File: config.mk
export PLATFORM = sky130hd
export DESIGN_NAME = pcg_cfg_fields
export DESIGN_NICKNAME = d
export VERILOG_FILES = /design/src/shared/pcg_pkg.sv /design/src/design/pcg_load_field.sv /design/src/design/pcg_cfg_fields.sv
export SDC_FILE = /design/constraint.sdc
export NUM_CORES = 1
export LEC_CHECK = 0
export BUFFER_PORTS_ARGS = -buffer_cell sky130_fd_sc_hd__buf_4
export CORE_UTILIZATION = 30
export DETAILED_ROUTE_END_ITERATION = 6
export GPL_TIMING_DRIVEN = 0
export PLACE_DENSITY_LB_ADDON = 0.05
export SYNTH_ARGS = -nofsm -noshare
export SYNTH_HDL_FRONTEND = slang
export SYNTH_SLANG_ARGS = --single-unit
File: constraint.sdc
create_clock -name i_clk_sys -period 3.95 [get_ports i_clk_sys]
set_input_delay 0.1975 -clock i_clk_sys [delete_from_list [all_inputs] [get_ports i_clk_sys]]
set_output_delay 0.1975 -clock i_clk_sys [all_outputs]
set_load 0.01 [all_outputs]
File: src/shared/pcg_pkg.sv
// constants for the grant-time and power-capability configuration fields
// assumes the host reaches them by dword-indexed configuration cycles
package pcg_pkg;

  // ==========================================================================
  // timing
  // ==========================================================================
  localparam int          CLK_PERIOD_NS     = 5;    // system clock period
  localparam int          BURST_UNIT_NS     = 250;  // one grant unit
  localparam int          BURST_CYC_W       = 14;   // holds 255 units
  // cycles in one grant unit, rounded down (a duration the host honours)
  localparam logic [13:0] BURST_UNIT_CYCLES =
    14'(BURST_UNIT_NS / CLK_PERIOD_NS);

  // ==========================================================================
  // configuration map: byte offsets and dword indices
  // ==========================================================================
  localparam logic [7:0] OFS_MIN_GRANT  = 8'h3e;  // byte wide
  localparam logic [7:0] OFS_CAP_ID     = 8'h50;  // capability id byte
  localparam logic [7:0] OFS_CHAIN_LINK = 8'h51;  // next capability
  localparam logic [7:0] OFS_POWER_CAP  = 8'h52;  // word wide
  localparam logic [5:0] DW_GRANT       = 6'(OFS_MIN_GRANT >> 2);
  localparam logic [5:0] DW_POWER       = 6'(OFS_POWER_CAP >> 2);
  localparam int         LANE_GRANT     = 2;      // byte lane of 0x3e
  localparam int         LANE_POWER     = 2;      // low lane of 0x52

  // ==========================================================================
  // reset and constant values
  // ==========================================================================
  localparam logic [7:0]  MIN_GRANT_RST  = 8'h0a;
  localparam logic [7:0]  CHAIN_LINK_END = 8'h00; // nothing follows
  localparam logic [7:0]  CAP_ID_POWER   = 8'h01;
  localparam logic [15:0] POWER_CAP_RST  = 16'h7601;
  localparam logic [2:0]  PM_VERSION     = 3'h2;
  localparam logic        WAKE_D0_FIXED  = 1'b0;
  localparam logic        WAKE_D3H_FIXED = 1'b1;
  // loaded power bits {wake d3cold, wake d2, wake d1, d2 ok, d1 ok}
  localparam logic [4:0]  PM_LOAD_RST    = {POWER_CAP_RST[15],
    POWER_CAP_RST[13], POWER_CAP_RST[12], POWER_CAP_RST[10],
    POWER_CAP_RST[9]};

  // ==========================================================================
  // eeprom configuration word layout
  // ==========================================================================
  localparam int EE_GRANT_LO = 0;   // bits 7:0 grant count
  localparam int EE_D1_OK    = 8;
  localparam int EE_D2_OK    = 9;
  localparam int EE_WAKE_D1  = 10;
  localparam int EE_WAKE_D2  = 11;
  localparam int EE_WAKE_D3C = 12;

  // ==========================================================================
  // types
  // ==========================================================================
  typedef enum logic [1:0] {
    INIT_WAIT = 2'b00,  // defaults shown, waiting for eeprom
    INIT_LOAD = 2'b01,  // copy captured word into fields
    INIT_DONE = 2'b10   // auto-initialisation finished
  } pcg_init_state_type;

  typedef enum logic [2:0] {
    PS_D0     = 3'b000,
    PS_D1     = 3'b001,
    PS_D2     = 3'b010,
    PS_D3HOT  = 3'b011,
    PS_D3COLD = 3'b100
  } pcg_power_state_type;

endpackage : pcg_pkg

File: src/design/pcg_load_field.sv
// one read-only field that holds its reset value until a load strobe
// assumes the load strobe is synchronous to the system clock
`timescale 1ns/100ps

module pcg_load_field #(
  parameter int          WIDTH = 8,
  parameter logic [WIDTH-1:0] RST_VAL = '0
) (
  input  wire logic             i_clk_sys,  // system clock
  input  wire logic             i_rst,      // async reset, high
  input  wire logic             i_load,     // capture strobe
  input  wire logic [WIDTH-1:0] i_data,     // value to capture
  output logic      [WIDTH-1:0] o_q         // held field value
);

  // ==========================================================================
  // storage
  // ==========================================================================
  logic [WIDTH-1:0] field_q;  // current field value
  logic [WIDTH-1:0] field_d;  // next field value

  // only the load strobe changes the field; host writes never reach it
  assign field_d = i_load ? i_data : field_q;
  assign o_q     = field_q;

  // register with constant reset value
  always_ff @(posedge i_clk_sys or posedge i_rst) begin
    if (i_rst) begin
      field_q <= RST_VAL;
    end else begin
      field_q <= field_d;
    end
  end

endmodule : pcg_load_field

File: src/design/pcg_cfg_fields.sv
// grant-time byte, capability link and power capability word
// assumes one configuration access per request pulse, dword indexed
//
// Contract
// - grant byte counts 250 ns burst units
// - grant read-only, loaded from eeprom word
// - grant byte wide, default 0x0a
// - chain link reads 0x00, list ends
// - version bits 2:0 always read 0x2
// - bits 9,10 report d1,d2 support, loaded
// - bits 15:11 wake mask d0 to d3cold
// - wake only from states with mask set
// - mask bits 12,13,15 loaded, others fixed
// - power word at 0x52, default reads 0x7602
`timescale 1ns/100ps

module pcg_cfg_fields
  import pcg_pkg::*;
#(
  parameter int GRANT_W = 8    // grant byte width
) (
  input  wire logic        i_clk_sys,            // system clock
  input  wire logic        i_rst,                // async reset, high
  input  wire logic        i_cfg_req,            // access strobe
  input  wire logic        i_cfg_write,          // 1 write, 0 read
  input  wire logic [5:0]  i_cfg_dw_addr,        // dword index
  input  wire logic [3:0]  i_cfg_be,             // byte enables
  input  wire logic [31:0] i_cfg_wdata,          // write data
  input  wire logic        i_eeprom_valid,       // word present
  input  wire logic [15:0] i_eeprom_config_word, // eeprom field
  input  wire logic [2:0]  i_power_state,        // current d-state
  input  wire logic        i_pme_event,          // wake request
  input  wire logic        i_wake_clear,         // drop wake
  output logic             o_cfg_ack,            // access done
  output logic [31:0]      o_cfg_rdata,          // read data
  output logic             o_autoinit_done,      // fields loaded
  output logic [13:0]      o_burst_grant_cycles, // grant in clocks
  output logic             o_wake                // wake output
);

  // ==========================================================================
  // auto-initialisation sequencer
  // ==========================================================================
  pcg_init_state_type state_q;     // sequencer state
  pcg_init_state_type state_d;     // next state
  logic [15:0]        ee_word_q;   // captured eeprom word
  logic [15:0]        ee_word_d;   // next captured word
  logic               load_fields; // copy word into fields

  // capture on arrival, copy one cycle later so the word is stable
  always_comb begin
    state_d = state_q;
    case (state_q)
      INIT_WAIT: begin
        if (i_eeprom_valid) begin
          state_d = INIT_LOAD;
        end
      end
      INIT_LOAD: begin
        state_d = INIT_DONE;
      end
      INIT_DONE: begin
        state_d = INIT_DONE;  // left only by reset
      end
      default: begin
        state_d = INIT_WAIT;
      end
    endcase
  end

  assign ee_word_d   = (state_q == INIT_WAIT && i_eeprom_valid) ?
                       i_eeprom_config_word : ee_word_q;
  assign load_fields = (state_q == INIT_LOAD);

  // sequencer registers
  always_ff @(posedge i_clk_sys or posedge i_rst) begin
    if (i_rst) begin
      state_q   <= INIT_WAIT;
      ee_word_q <= 16'h0000;
    end else begin
      state_q   <= state_d;
      ee_word_q <= ee_word_d;
    end
  end

  // ==========================================================================
  // loaded fields
  // ==========================================================================
  logic [GRANT_W-1:0] min_grant_q;  // grant count in 250 ns units
  logic [4:0]         pm_load_q;    // {w d3c, w d2, w d1, d2, d1}
  logic [4:0]         pm_load_in;   // eeprom bits for pm_load_q

  assign pm_load_in = {ee_word_q[EE_WAKE_D3C], ee_word_q[EE_WAKE_D2],
                       ee_word_q[EE_WAKE_D1], ee_word_q[EE_D2_OK],
                       ee_word_q[EE_D1_OK]};

  pcg_load_field #(
    .WIDTH   (GRANT_W),
    .RST_VAL (MIN_GRANT_RST)
  ) u_grant (
    .i_clk_sys (i_clk_sys),
    .i_rst     (i_rst),
    .i_load    (load_fields),
    .i_data    (ee_word_q[EE_GRANT_LO +: GRANT_W]),
    .o_q       (min_grant_q)
  );

  pcg_load_field #(
    .WIDTH   (5),
    .RST_VAL (PM_LOAD_RST)
  ) u_power (
    .i_clk_sys (i_clk_sys),
    .i_rst     (i_rst),
    .i_load    (load_fields),
    .i_data    (pm_load_in),
    .o_q       (pm_load_q)
  );

  // ==========================================================================
  // power capability word
  // ==========================================================================
  logic [4:0]  wake_mask;   // bit n allows wake from state n
  logic [15:0] power_word;  // word as the host sees it

  assign wake_mask = {pm_load_q[4], WAKE_D3H_FIXED, pm_load_q[3],
                      pm_load_q[2], WAKE_D0_FIXED};

  assign power_word = {wake_mask, pm_load_q[1], pm_load_q[0],
                       6'h00, PM_VERSION};

  // ==========================================================================
  // configuration read decode
  // ==========================================================================
  logic        hit_grant;  // dword holding the grant byte
  logic        hit_power;  // dword holding the capability
  logic [31:0] rd_dword;   // unmasked read value
  logic [31:0] be_mask;    // byte enables spread to bits
  logic [31:0] rdata_d;    // next read data

  assign hit_grant = (i_cfg_dw_addr == DW_GRANT);
  assign hit_power = (i_cfg_dw_addr == DW_POWER);
  assign be_mask   = {{8{i_cfg_be[3]}}, {8{i_cfg_be[2]}},
                      {8{i_cfg_be[1]}}, {8{i_cfg_be[0]}}};

  // lane placement; unmapped dwords read zero
  assign rd_dword = hit_grant ? {8'h00, min_grant_q, 16'h0000} :
                    hit_power ? {power_word, CHAIN_LINK_END,
                                 CAP_ID_POWER} :
                    32'h0000_0000;

  assign rdata_d = (i_cfg_req && !i_cfg_write) ?
                   (rd_dword & be_mask) : 32'h0000_0000;

  // write data is deliberately unused: every field here is read-only
  logic unused_wdata;
  assign unused_wdata = ^i_cfg_wdata;

  // answer every access one cycle after its request
  always_ff @(posedge i_clk_sys or posedge i_rst) begin
    if (i_rst) begin
      o_cfg_ack   <= 1'b0;
      o_cfg_rdata <= 32'h0000_0000;
    end else begin
      o_cfg_ack   <= i_cfg_req;
      o_cfg_rdata <= rdata_d;
    end
  end

  // ==========================================================================
  // grant length in clocks and status
  // ==========================================================================
  logic [13:0] burst_cycles_d;  // grant count times unit cycles

  assign burst_cycles_d = 14'(min_grant_q) * BURST_UNIT_CYCLES;

  // registered so the product path stays off the outputs
  always_ff @(posedge i_clk_sys or posedge i_rst) begin
    if (i_rst) begin
      o_burst_grant_cycles <= 14'h0000;
      o_autoinit_done      <= 1'b0;
    end else begin
      o_burst_grant_cycles <= burst_cycles_d;
      o_autoinit_done      <= (state_q == INIT_DONE);
    end
  end

  // ==========================================================================
  // wake output
  // ==========================================================================
  logic state_ok;  // current state may raise a wake
  logic wake_set;  // qualified wake request
  logic wake_d;    // next wake level

  // undefined state codes never wake
  assign state_ok = (i_power_state <= 3'(PS_D3COLD)) &&
                    wake_mask[i_power_state];
  assign wake_set = i_pme_event && state_ok;
  // a request in the clearing cycle wins so no event is lost
  assign wake_d   = wake_set || (o_wake && !i_wake_clear);

  // sticky wake level
  always_ff @(posedge i_clk_sys or posedge i_rst) begin
    if (i_rst) begin
      o_wake <= 1'b0;
    end else begin
      o_wake <= wake_d;
    end
  end
endmodule : pcg_cfg_fields

==> results of run 1 <==
==> layout by cell type, fill, tap and decap left out, types with 2 or more instances in the layout <==
cell type,netlist,layout
o21ai_0,10,10
nor4b_1,2,2
conb_1,1,18
clkbuf_8,0,10
fa_1,3,3
ha_1,33,33
and2_1,12,12
dfstp_2,6,6
nand3b_1,2,2
and3_1,2,2
inv_1,18,17
nand2_1,7,7
nor2b_1,2,2
dfrtp_1,53,53
nand2b_1,3,3
xnor2_1,7,7
clkinv_2,0,2
buf_2,2,2
mux2_2,23,23
buf_4,18,80
nor2_1,4,4
bufinv_16,0,2
dlygate4sd3_1,0,2
a21oi_1,6,6
==> through the flow <==
step                      power (mW)  cells  hold slack, ps  area (um2)  utilization (%)
after floorplan                 2.27    241             229        2940                -
after global placement          2.69    432             332        3560             38.6
after detailed placement        2.70    433             246        3580             38.8
after CTS                       3.33    451            9.11        3820             41.4
after global routing            3.58    451            6.98        3820             41.4
final                           3.26    451            30.0        3820             41.4
==> layout make-up <==
class	instances	area (um2)	area share [%]
repair buffers	65	505	13.2
clock inverters	5	77.6	2.03
multi-input cells	143	1240	32.3
clock buffers	11	141	3.70
plain buffers	21	149	3.90
well taps	129	161	4.22
inverters	18	67.6	1.77
flip-flops and latches	59	1480	38.8
==> flip-flops by register name (all words and copies together) (netlist names) <==
signal	flops
o_autoinit_done	1
o_wake	1
o_cfg_ack	1
o_burst_grant_cycles	13
u_grant.o_q	8
ee_word_q	13
u_power.o_q	5
o_cfg_rdata	15
state_q	2
==> synthesized netlist by cell type <==
cell | count | area [um2]
a21oi_1 | 6 | 30.0
nor4b_1 | 2 | 17.5
nand4b_1 | 1 | 8.76
o31ai_4 | 1 | 21.3
a21o_1 | 1 | 7.51
nand2b_1 | 3 | 18.8
nor2b_1 | 2 | 12.5
and3_1 | 2 | 12.5
a41o_1 | 1 | 10.0
o41ai_2 | 1 | 16.3
or4b_2 | 1 | 10.0
xor2_1 | 1 | 8.76
nand3b_1 | 2 | 15.0
buf_1 | 1 | 3.75
and2_1 | 12 | 75.1
nor2_1 | 4 | 15.0
mux2_2 | 23 | 259
nor4bb_1 | 1 | 10.0
dfstp_2 | 6 | 158
ha_1 | 33 | 413
buf_2 | 2 | 10.0
o21ai_0 | 10 | 50.1
inv_1 | 18 | 67.6
nand2_1 | 7 | 26.3
conb_1 | 1 | 3.75
a311o_1 | 1 | 10.0
dfrtp_1 | 53 | 1330
fa_1 | 3 | 60.1
xnor2_1 | 7 | 61.3
buf_4 | 18 | 135
==> final timing paths <==
| kind | slack, ps | depth (start not counted) | end | startpoint |
|---|---|---|---|---|
| min reg2reg | 430 | 0 | o_burst_grant_cycles[2] | u_grant.o_q[1] |
| max in group asynchronous | 2880 | 4 | u_grant.o_q[3] | i_rst |
| min | 30 | 2 | o_wake | i_wake_clear |
| min in group asynchronous | 430 | 3 | o_cfg_rdata[0] | i_rst |
| max reg2reg | 940 | 11 | o_burst_grant_cycles[12] | u_grant.o_q[3] |
| max | 940 | 11 | o_burst_grant_cycles[12] | u_grant.o_q[3] |
==> routing by layer <==
metal | up-vias | part of all wire, % | global-route usage, %
met1 | 855 | 48 | 15.3
met4 | 0 | 1.9 | 7.13
li1 | 904 | - | -
met2 | 51 | 44 | 16.1
met5 | - | 0 | 0
met3 | 9 | 6.2 | 3.27
==> logic make-up (layout without fill, tap and decap cells) <==
group           Yosys count  after routing  share of synthesized area [%]
compound gates           21             21                           5.05
xor+xnor                  8              8                           2.44
fa+ha+maj                36             36                           16.5
buf+inv                  39            120                           7.53
flops                    59             59                           51.7
mux                      23             23                           9.02
other cells               1             18                          0.131
simple gates             37             37                           7.71
==> report_power, final <==
group	switching [mW]	internal [mW]	leakage, nW
sequential	0.130	0.876	0.728
clock	0.243	0.371	0.109
combinational	0.802	0.839	1.13
==> what timing repair did <==
| action | CTS | global route |
|---|---|---|
| resized for setup | 0 | 0 |
| hold buffers | 2 | 0 |
| hold endpoints to repair | 20 | 0 |
==> worst max-delay path, cell delays in order, from the launching register on <==
cell     delay (ps)
dfstp_2         580
ha_1            240
ha_1            270
inv_1            50
fa_1            500
inv_1            40
ha_1            360
a21oi_1         150
nor2b_1          60
a311o_1         380
o31ai_4         190
xnor2_1         130
==> results by group, run 1 <==
Timing
  • Final Hold Viols: 0
  • Fin. max-slew vios: 0
  • Setup TNS after final layout: 0 ps
  • Fmax: 0.332 GHz
  • Min Tclk post-route: 3010 ps
  • Post-route clock period utilization: 76.3%
  • Unrepaired setup endpoints after global routing: no
  • Final setup margin: 936 ps
  • Final setup violation count: 0
  • Least-Margin Pin Slew: between 1000 and 1500 ps
  • Clock Skew: between 6 and 7 ps
  • Worst slew margin: 30.2%

Place
  • Setup WS pre-CTS: 923 ps
  • I/O Buffers: 62
  • Routability congestion estimate: 0.662
  • Post-DP HPWL: 3.90 mm

Drt
  • Drt via density: roughly 4
  • Remaining DRCs: 0
  • ANT nets after route: 0
  • DRT Wirelength: between 5 and 6 mm
  • DR vias: 1819
  • DRT iter0 DRCs: 42
  • Drt first pass iters: 4
  • Wirelength per Cell: 11.7 um

Run status
  • Status: complete, no violations

Clock tree
  • Postcts setup bufs: 0
  • TritonCTS clock tree: yes
  • H-tree depth: 3
  • CTS Sinks: just under 60
  • Clock slew at reported path FFs: about 70 ps
  • Skew-Pair Late Insertion Delay: roughly 330 ps
  • TritonCTS buffer count: 9
  • CTS Buffer Depth: 2
  • Clock root buffer: clkbuf_8

Global routing
  • Initial antenna violation count: 0
  • First-pass GRT wire length: approximately 8.4 mm
  • GR Overflow Total: 0
  • Largest net degree at the start of global routing: 41
  • Vias in the first global route: 1750
  • GRT Util Overall: 11.4%

Cells and area
  • Diodes inserted: 0
  • Fill count: 923
  • Layout cells sized above 1: between 40% and 50%
  • P&R area growth vs syn: 33.1%
  • Nets: 421

Pwr
  • Standby leakage power: 1.97 nW
  • PwrDens: 853 mW/mm2
  • Peak VDD IR: 0.336 mV

Worst setup path
  • Crit path launch type: flip-flop
  • CP arrival: ~3300 ps
  • Critical path endpoint category: flip-flop
  • Crit-path max FO: 5
  • Critical setup path kind: reg2reg
  • Crit path required time: 4210 ps

Hold path
  • Hold WC Path Type: in2reg

Die
  • Initial Util: 31.1%
  • Die area: 0.00997 mm2
  • Cell Rows: 35
  • Die extent in y: 99.9 um
  • Die width: 99.9 um
  • Core Area: 0.00924 mm2
  • Io pins: ~120

Synthesis
  • Synth Warn #: 0
  • Synthesized cell area: 0.00287 mm2
  • Post-synthesis cell count: 224
  • Seq/Total Area, Yosys: 51.7%
  • Yosys reg bits: just under 60
  • Syn avg cell area: 12.8 um2
  • Distinct cells, synth: 30

Flow run
  • Max-cap violation count: 0
Note: power is estimated with default switching activity, not from simulation.
==> run 2: changes to the inputs <==
Clock period 3.95 ns to 2.5 ns, I/O delays scaled along.
==> run 2 against run 1 <==
The flow now finishes with violations (negative setup slack). Core utilization grew 2.7 points. Cell count up 1.6%. Fmax up 9.6%. First-iteration DRC count shrank 57%. Worst hold slack got worse by 8.3 ps. Combinational power increased by 99%. Clock-buffer cell count rose by 1. Design area rose by 6.5%. Sequential share of layout area down 2.4 points. Setup slack lost 1200 ps. Largest cell class unchanged.
==> results by group, run 2 (synthesis gave the netlist of run 1 again) <==
Run status
  • Status: finished with violations
  • Violated checks: negative setup slack

Place
  • Post-DP HPWL: 3.99 mm (+2.4%)
  • Area after DPL: 0.00368 mm2 (+2.6%)
  • Setup WS pre-CTS: -344 ps (-1270 ps)
  • I/O Buffers: 62 (unchanged)
  • Placed cell count: 433 (unchanged)
  • Routability congestion estimate: 0.630 (-4.9%)

Pwr
  • Peak VDD IR: 0.669 mV (+99%)
  • PwrDens: 1490 mW/mm2 (+75%)
  • Standby leakage power: 2.02 nW (+2.6%)
  • Power Total: 6.08 mW (+86%)

Drt
  • Drt first pass iters: 4 (unchanged)
  • Drt via density: 3.99 (-0.99%)
  • ANT nets after route: 0 (unchanged)
  • Wirelength per Cell: 12.2 um (+4.5%)
  • DR vias: 1829 (+0.55%)
  • DRT iter0 DRCs: 18 (-57%)
  • Remaining DRCs: 0 (unchanged)
  • DRT Wirelength: 5.60 mm (+6.1%)

Hold path
  • Hold WC Path Type: in2reg
  • Worst hold start: i_eeprom_config_word[8]

Flow run
  • Max-cap violation count: 0 (unchanged)

Timing
  • Min Tclk post-route: 2750 ps (-263 ps)
  • Final setup violation count: 4 (+4)
  • Post-route clock period utilization: 110% (+34 points)
  • Clock Skew: 6.24 ps (-0.456 ps)
  • Final setup margin: -251 ps (-1190 ps)
  • Worst slew margin: 14.2% (-16 points)
  • Least-Margin Pin Slew: 1270 ps (+236 ps)
  • Final Hold Viols: 0 (unchanged)
  • Unrepaired setup endpoints after global routing: yes
  • Fmax: 0.364 GHz (+9.6%)
  • Fin. max-slew vios: 0 (unchanged)

Cells and area
  • Most frequent cells in the layout: buf_4 (84), dfrtp_1 (53), mux2_2 (23), ha_1 (23), conb_1 (18)
  • Nets: 428 (+1.7%)
  • Register area: 0.00148 mm2 (unchanged)
  • P&R area growth vs syn: 41.7%
  • Layout cells sized above 1: 45.6% (+4.9 points)
  • Layout Utilization: 44.0% (+2.7 points)
  • Max reg flops: 15 (unchanged)
  • Multi-input gate area: 0.00137 mm2 (+11%)
  • Fill count: 872 (-5.5%)
  • Post-route cell area: 0.00407 mm2 (+6.5%)
  • Biggest regs: o_cfg_rdata (15), ee_word_q (13), o_burst_grant_cycles (13)
  • Most common library cell in the layout ignoring fill and taps: buf_4
  • Finished Layout Cells: 458 (+1.6%)
  • Biggest register: o_cfg_rdata
  • Diodes inserted: 0 (unchanged)

Worst setup path
  • R2r worst-path depth: 11 (unchanged)
  • Critical setup path kind: reg2reg
  • R2R Setup Slk: -250 ps (-1190 ps)
  • Crit Reg-Reg Startpoint: u_grant.o_q[3]
  • CP peak stage delay: 590 ps (about the same)
  • Crit path launch type: flip-flop
  • Crit-path max FO: 4 (-1)
  • Crit path required time: 2760 ps (-1450 ps)
  • Critical path endpoint category: flip-flop
  • Terminus of the critical flop-to-flop path: o_burst_grant_cycles[12]
  • Most frequent CP cell: ha_4
  • Critical path, cell by cell: ha_4, ha_4, inv_2, fa_1, inv_2, ha_4, a21oi_2, nor2b_1, a311o_1, o31ai_4, xnor2_1
  • CP arrival: 3010 ps (-260 ps)
  • Crit. Startpoint: u_grant.o_q[3]
  • CP endpoint: o_burst_grant_cycles[12]
  • CP max-delay cell: dfstp_2

Clock tree
  • TritonCTS clock tree: yes
  • H-tree depth: 3 (unchanged)
  • CTS Sinks: 59 (unchanged)
  • Clock slew at reported path FFs: 70 ps (about the same)
  • Clock root buffer: clkbuf_8
  • TritonCTS buffer count: 9 (unchanged)
  • CTS Buffer Depth: 2 (unchanged)
  • Skew-Pair Late Insertion Delay: 330 ps (about the same)

Global routing
  • Vias in the first global route: 1888 (+7.9%)
  • GR Overflow Total: 0 (unchanged)
  • First-pass GRT wire length: 9.19 mm (+9.1%)
  • GRT Util Overall: 12.3% (+0.94 points)
  • Largest net degree at the start of global routing: 35 (-15%)
  • Initial antenna violation count: 0 (unchanged)

Die
  • Initial Util: 31.1% (unchanged)
  • Io pins: 117 (unchanged)
  • Die area: 0.00997 mm2 (unchanged)
  • Die extent in y: 99.9 um (unchanged)
  • Cell Rows: 35 (unchanged)
  • Core Area: 0.00924 mm2 (unchanged)
  • Die width: 99.9 um (unchanged)
[run 2: critical path: cells and delay by family, from the launching register on]
| kind | cells | cell delay (ps) |
|---|---|---|
| adders and majority gates | 4 | 1160 |
| AOI/OAI and AO/OA | 3 | 660 |
| DFF | 1 | 590 |
| xor gates and xnor gates | 1 | 130 |
| buffers and inverters | 2 | 70 |
| and+or+nand+nor | 1 | 50 |
[run 2: stage by stage]
step | TNS (ps) | hold WS [ps]
3_3_place_gp | -962 | 257
3_5_place_dp | -925 | 259
4_1_cts | -661 | 0.402
2_1_floorplan | -410 | 156
5_1_grt | -1190 | 10.9
6_report | -768 | 21.7
[run 2: cell type report]
| type | count | area share [%] |
|---|---|---|
| sequential | 59 | 36.5 |
| multi-input combinational | 143 | 33.6 |
| timing repair buffer | 72 | 13.9 |
| tap | 129 | 3.97 |
| clock buffer | 12 | 3.81 |
| buffer | 21 | 3.66 |
| clock inverter | 4 | 2.95 |
| inverter | 18 | 1.66 |
[run 2: routing by layer]
metal | global-route usage [%] | wire length (um) | up-vias
li1 | - | - | 915
met1 | 16.3 | 2650 | 851
met2 | 18.2 | 2530 | 54
met3 | 3.34 | 316 | 9
met4 | 6.79 | 108 | 0
met5 | 0 | 0 | -
[run 2: where the power goes]
part / switching, mW / internal (mW)
registers: 0.239 / 1.38
logic: 1.46 / 1.80
clock network: 0.378 / 0.819
total: 2.08 / 4.00
[run 2: worst min path at each step]
stage                              end  cells past startpoint  slack (ps)
after detailed placement     o_cfg_ack                      1         260
final                     ee_word_q[8]                      2          20
after global placement       o_cfg_ack                      1         260
after CTS                 ee_word_q[8]                      2         0.4
after global routing      ee_word_q[4]                      2          10
after floorplan              o_cfg_ack                      0         160
[run 2: timing repair]
| item | CTS | global route |
|---|---|---|
| endpoints found under the setup margin | 4 | 4 |
| hold buffers | 5 | 0 |
| resized for setup | 5 | 0 |
| pin swaps | 7 | 3 |
| buffers inserted | 3 | 1 |
| hold endpoints to repair | 34 | 0 |
==> run 3: changes to the inputs <==
--- a/config.mk
+++ b/config.mk
@@ -7,2 +7,3 @@
 export LEC_CHECK = 0
+export ABC_AREA = 1
 export BUFFER_PORTS_ARGS = -buffer_cell sky130_fd_sc_hd__buf_4
@@ -14,2 +15,3 @@
 export SYNTH_HDL_FRONTEND = slang
+export SYNTH_HIERARCHICAL = 1
 export SYNTH_SLANG_ARGS = --single-unit
--- a/constraint.sdc
+++ b/constraint.sdc
@@ -3,2 +3,2 @@
 set_output_delay 0.125 -clock i_clk_sys [all_outputs]
-set_load 0.01 [all_outputs]
+set_load 0.1 [all_outputs]
==> run 3 against run 2 <==
The run now ends clean. Core utilization decreased by 1.2 points. Combinational power increased by 15%. Worst hold slack got worse by 4.3 ps. Sequential power about the same. Wire length increased by 6.1%. Sequential cell count unchanged. First-iteration DRC count increased to 3.2 times the previous value. Via count increased by 16%. Synthesized cell count increased by 39%. Sequential share of layout area decreased by 1.2 points. Area after synthesis increased by 6.1%. Die area increased by 6.0%.
==> results by group, run 3 <==
Run status
  • Status: complete, no violations

Clock tree
  • Clock slew at reported path FFs: 70 ps (about the same)
  • CTS Buffer Depth: 2 (unchanged)
  • H-tree depth: 3 (unchanged)
  • TritonCTS clock tree: yes
  • Clock root buffer: clkbuf_8
  • Skew-Pair Late Insertion Delay: 330 ps (about the same)
  • CTS Sinks: 59 (unchanged)
  • TritonCTS buffer count: 9 (unchanged)

Synthesis
  • Yosys reg bits: 59 (unchanged)
  • Most numerous cell in the Yosys netlist: nand2_1
  • Synth Warn #: 6 (+6)
  • Distinct cells, synth: 22 (-27%)
  • Yosys top cell area share: 43.5% (-2.7 points)
  • Post-synthesis cell count: 312 (+39%)
  • Synthesized cell area: 0.00305 mm2 (+6.1%)
  • Synth area leaders: dfrtp_1 (43%), ha_1 (14%), nand2_1 (11%)
  • Seq/Total Area, Yosys: 48.7% (-3.0 points)
  • FFs w/ async S/R, synth: 100% (unchanged)
  • Number of enable flip-flop cells after synthesis: 0 (unchanged)
  • Cell taking the most area after synthesis: dfrtp_1
  • Post-synth top flop: dfrtp_1
  • Syn avg cell area: 9.77 um2 (-24%)
  • Post-synth top cells: nand2_1 (92), dfrtp_1 (53), inv_1 (40)

Worst setup path
  • Crit path launch type: flip-flop
  • Crit path max-delay family: adder cells
  • Critical path, cell by cell: ha_4, ha_4, inv_2, fa_1, inv_2, ha_4, or2_4, nand3b_1, nand2_1, nand2_1, nand2_1
  • Crit path required time: 2730 ps (-30 ps)
  • R2r worst-path depth: 11 (unchanged)
  • CP Depth: 11 (unchanged)
  • Crit. Startpoint: u_grant/o_q[3]
  • CP peak stage delay: 610 ps (+20 ps)
  • Buf/Inv on CP: 2 (unchanged)
  • CP max-delay cell: dfstp_2
  • Crit Reg-Reg Startpoint: u_grant/o_q[3]
  • Critical setup path kind: reg2reg
  • R2R Setup Slk: 5 ps (+260 ps)
  • Critical path endpoint category: flip-flop
  • Crit-path max FO: 4 (unchanged)
  • CP arrival: 2720 ps (-290 ps)

Drt
  • Drt first pass iters: 4 (unchanged)
  • DR vias: 2124 (+16%)
  • Remaining DRCs: 0 (unchanged)
  • Wirelength per Cell: 10.7 um (-12%)
  • ANT nets after route: 0 (unchanged)
  • DRT iter0 DRCs: 58 (+40)
  • DRT Wirelength: 5.94 mm (+6.1%)
  • Drt via density: 3.84 (-3.8%)

Hold path
  • Hold path cells: 2 (unchanged)
  • Hold WC Path Type: in2reg
  • Worst hold start: i_eeprom_config_word[6]

Die
  • Die area: 0.0106 mm2 (+6.0%)
  • Cell Rows: 36 (+2.9%)
  • Die extent in y: 103 um (+3.0%)
  • Io pins: 117 (unchanged)
  • Initial Util: 31.1% (-0.038 points)
  • Die width: 103 um (+3.0%)
  • Core Area: 0.00982 mm2 (+6.3%)

Place
  • I/O Buffers: 62 (unchanged)
  • Placed cell count: 525 (+21%)
  • Post-DP HPWL: 4.42 mm (+11%)
  • Routability congestion estimate: 0.698 (+11%)
  • Area after DPL: 0.00378 mm2 (+2.7%)

Timing
  • Final Hold Viols: 0 (unchanged)
  • Min Tclk post-route: 2490 ps (-256 ps)
  • Fmax: 0.401 GHz (+10%)
  • Post-route clock period utilization: 99.8% (-10 points)
  • Worst slew margin: 64.9% (+51 points)
  • Fin. max-slew vios: 0 (unchanged)
  • Least-Margin Pin Slew: 526 ps (-743 ps)
  • Clock Skew: 4.61 ps (-1.63 ps)
  • Final setup violation count: 0 (-4)
  • Hold slack: 17.4 ps (-4.30 ps)
  • Unrepaired setup endpoints after global routing: yes

Cells and area
  • Fill count: 997 (+14%)
  • Finished Layout Cells: 553 (+21%)
  • Most frequent cells in the layout: nand2_1 (88), buf_4 (85), dfrtp_1 (52)
  • Diodes inserted: 0 (unchanged)
  • Register area: 0.00149 mm2 (about the same)
  • Multi-input gate area: 0.00142 mm2 (+4.0%)
  • P&R area growth vs syn: 38.0%
  • Post-route cell area: 0.00421 mm2 (+3.4%)
  • Most common library cell in the layout ignoring fill and taps: nand2_1
  • Biggest regs: o_cfg_rdata (15), ee_word_q (13), o_burst_grant_cycles (13)
  • Biggest register: o_cfg_rdata
  • Max reg flops: 15 (unchanged)
  • Layout cells sized above 1: 35.0% (-11 points)
  • Layout Utilization: 42.9% (-1.2 points)
  • Nets: 519 (+21%)

Pwr
  • Power Total: 6.27 mW (+3.2%)
  • PwrDens: 1490 mW/mm2 (-0.20%)
  • Standby leakage power: 2.32 nW (+15%)
  • Peak VDD IR: 0.544 mV (-19%)

Global routing
  • GR Overflow Total: 0 (unchanged)
  • Largest net degree at the start of global routing: 25 (-29%)
  • First-pass GRT wire length: 9.63 mm (+4.7%)
  • Initial antenna violation count: 0 (unchanged)
  • GRT Util Overall: 12.2% (-0.16 points)
  • Vias in the first global route: 2010 (+6.5%)

Flow run
  • Max-cap violation count: 0 (unchanged)
[run 3: changes by cell type after synthesis, sizes merged, moves of 4 or more]
| cell | previous run | this run |
|---|---|---|
| nand2 | 7 | 93 |
| inv | 18 | 42 |
| nor2 | 4 | 22 |
| and2 | 12 | 0 |
| mux2 | 23 | 13 |
| nand3 | 0 | 9 |
| o21ai | 10 | 5 |
| xnor2 | 7 | 3 |
[run 3: cell type report]
type                    count  share of cell area (%)
repair buffers             75                    14.1
clock buffers              13                    4.01
well taps                 133                    3.95
multi-input cells         207                    33.8
plain buffers              21                    4.01
inverters                  42                    3.75
flip-flops and latches     59                    35.3
clock inverters             3                    1.07
[run 3: path summary, 6_finish.rpt]
path                                       endpoint
setup reg to reg           o_burst_grant_cycles[11]
min in group asynchronous            u_power/o_q[4]
hold reg to reg                      u_power/o_q[1]
setup / recovery           o_burst_grant_cycles[11]
max in group asynchronous   o_burst_grant_cycles[9]
hold / removal                         ee_word_q[6]
[run 3: kinds of logic after synthesis]
kind of cell,after synthesis,share of synthesized area (%)
XOR/XNOR,4,1.15
adder cells (fa/ha/maj),36,15.5
flip-flops,59,48.7
other,1,0.123
AND/OR/NAND/NOR,128,16.5
AO/OA/AOI/OAI,8,1.31
buffers and inverters,63,10.7
multiplexers,13,6.03
[run 3: per-stage QoR]
| step | worst slack, ps | TNS, ps |
|---|---|---|
| after floorplan | 20.3 | 0 |
| after global placement | -122 | -477 |
| after detailed placement | -135 | -538 |
| after CTS | 15.4 | 0 |
| after global routing | -111 | -207 |
| final | 5.03 | 0 |
[run 3: report_power, final]
group | switching [mW] | internal [mW] | total, mW
Combinational | 2.32 | 1.44 | 3.75
Sequential | 0.235 | 1.36 | 1.59
Clock | 0.385 | 0.543 | 0.927
Total | 2.94 | 3.34 | 6.27
[run 3: what timing repair did]
action	4_1_cts	5_1_grt
endpoints found under the hold margin	40	0
pin swaps	3	8
hold buffers	7	0
setup endpoints to repair	6	5
buffers inserted	3	2
gates resized for setup	7	13
[run 3: per-layer routing]
layer / vias up / part of all wire, % / track usage, %
met5: - / 0 / 0
met4: 0 / 2.0 / 6.83
met3: 10 / 5.3 / 2.64
met2: 59 / 42 / 17.2
met1: 921 / 51 / 17.2
li1: 1134 / - / -
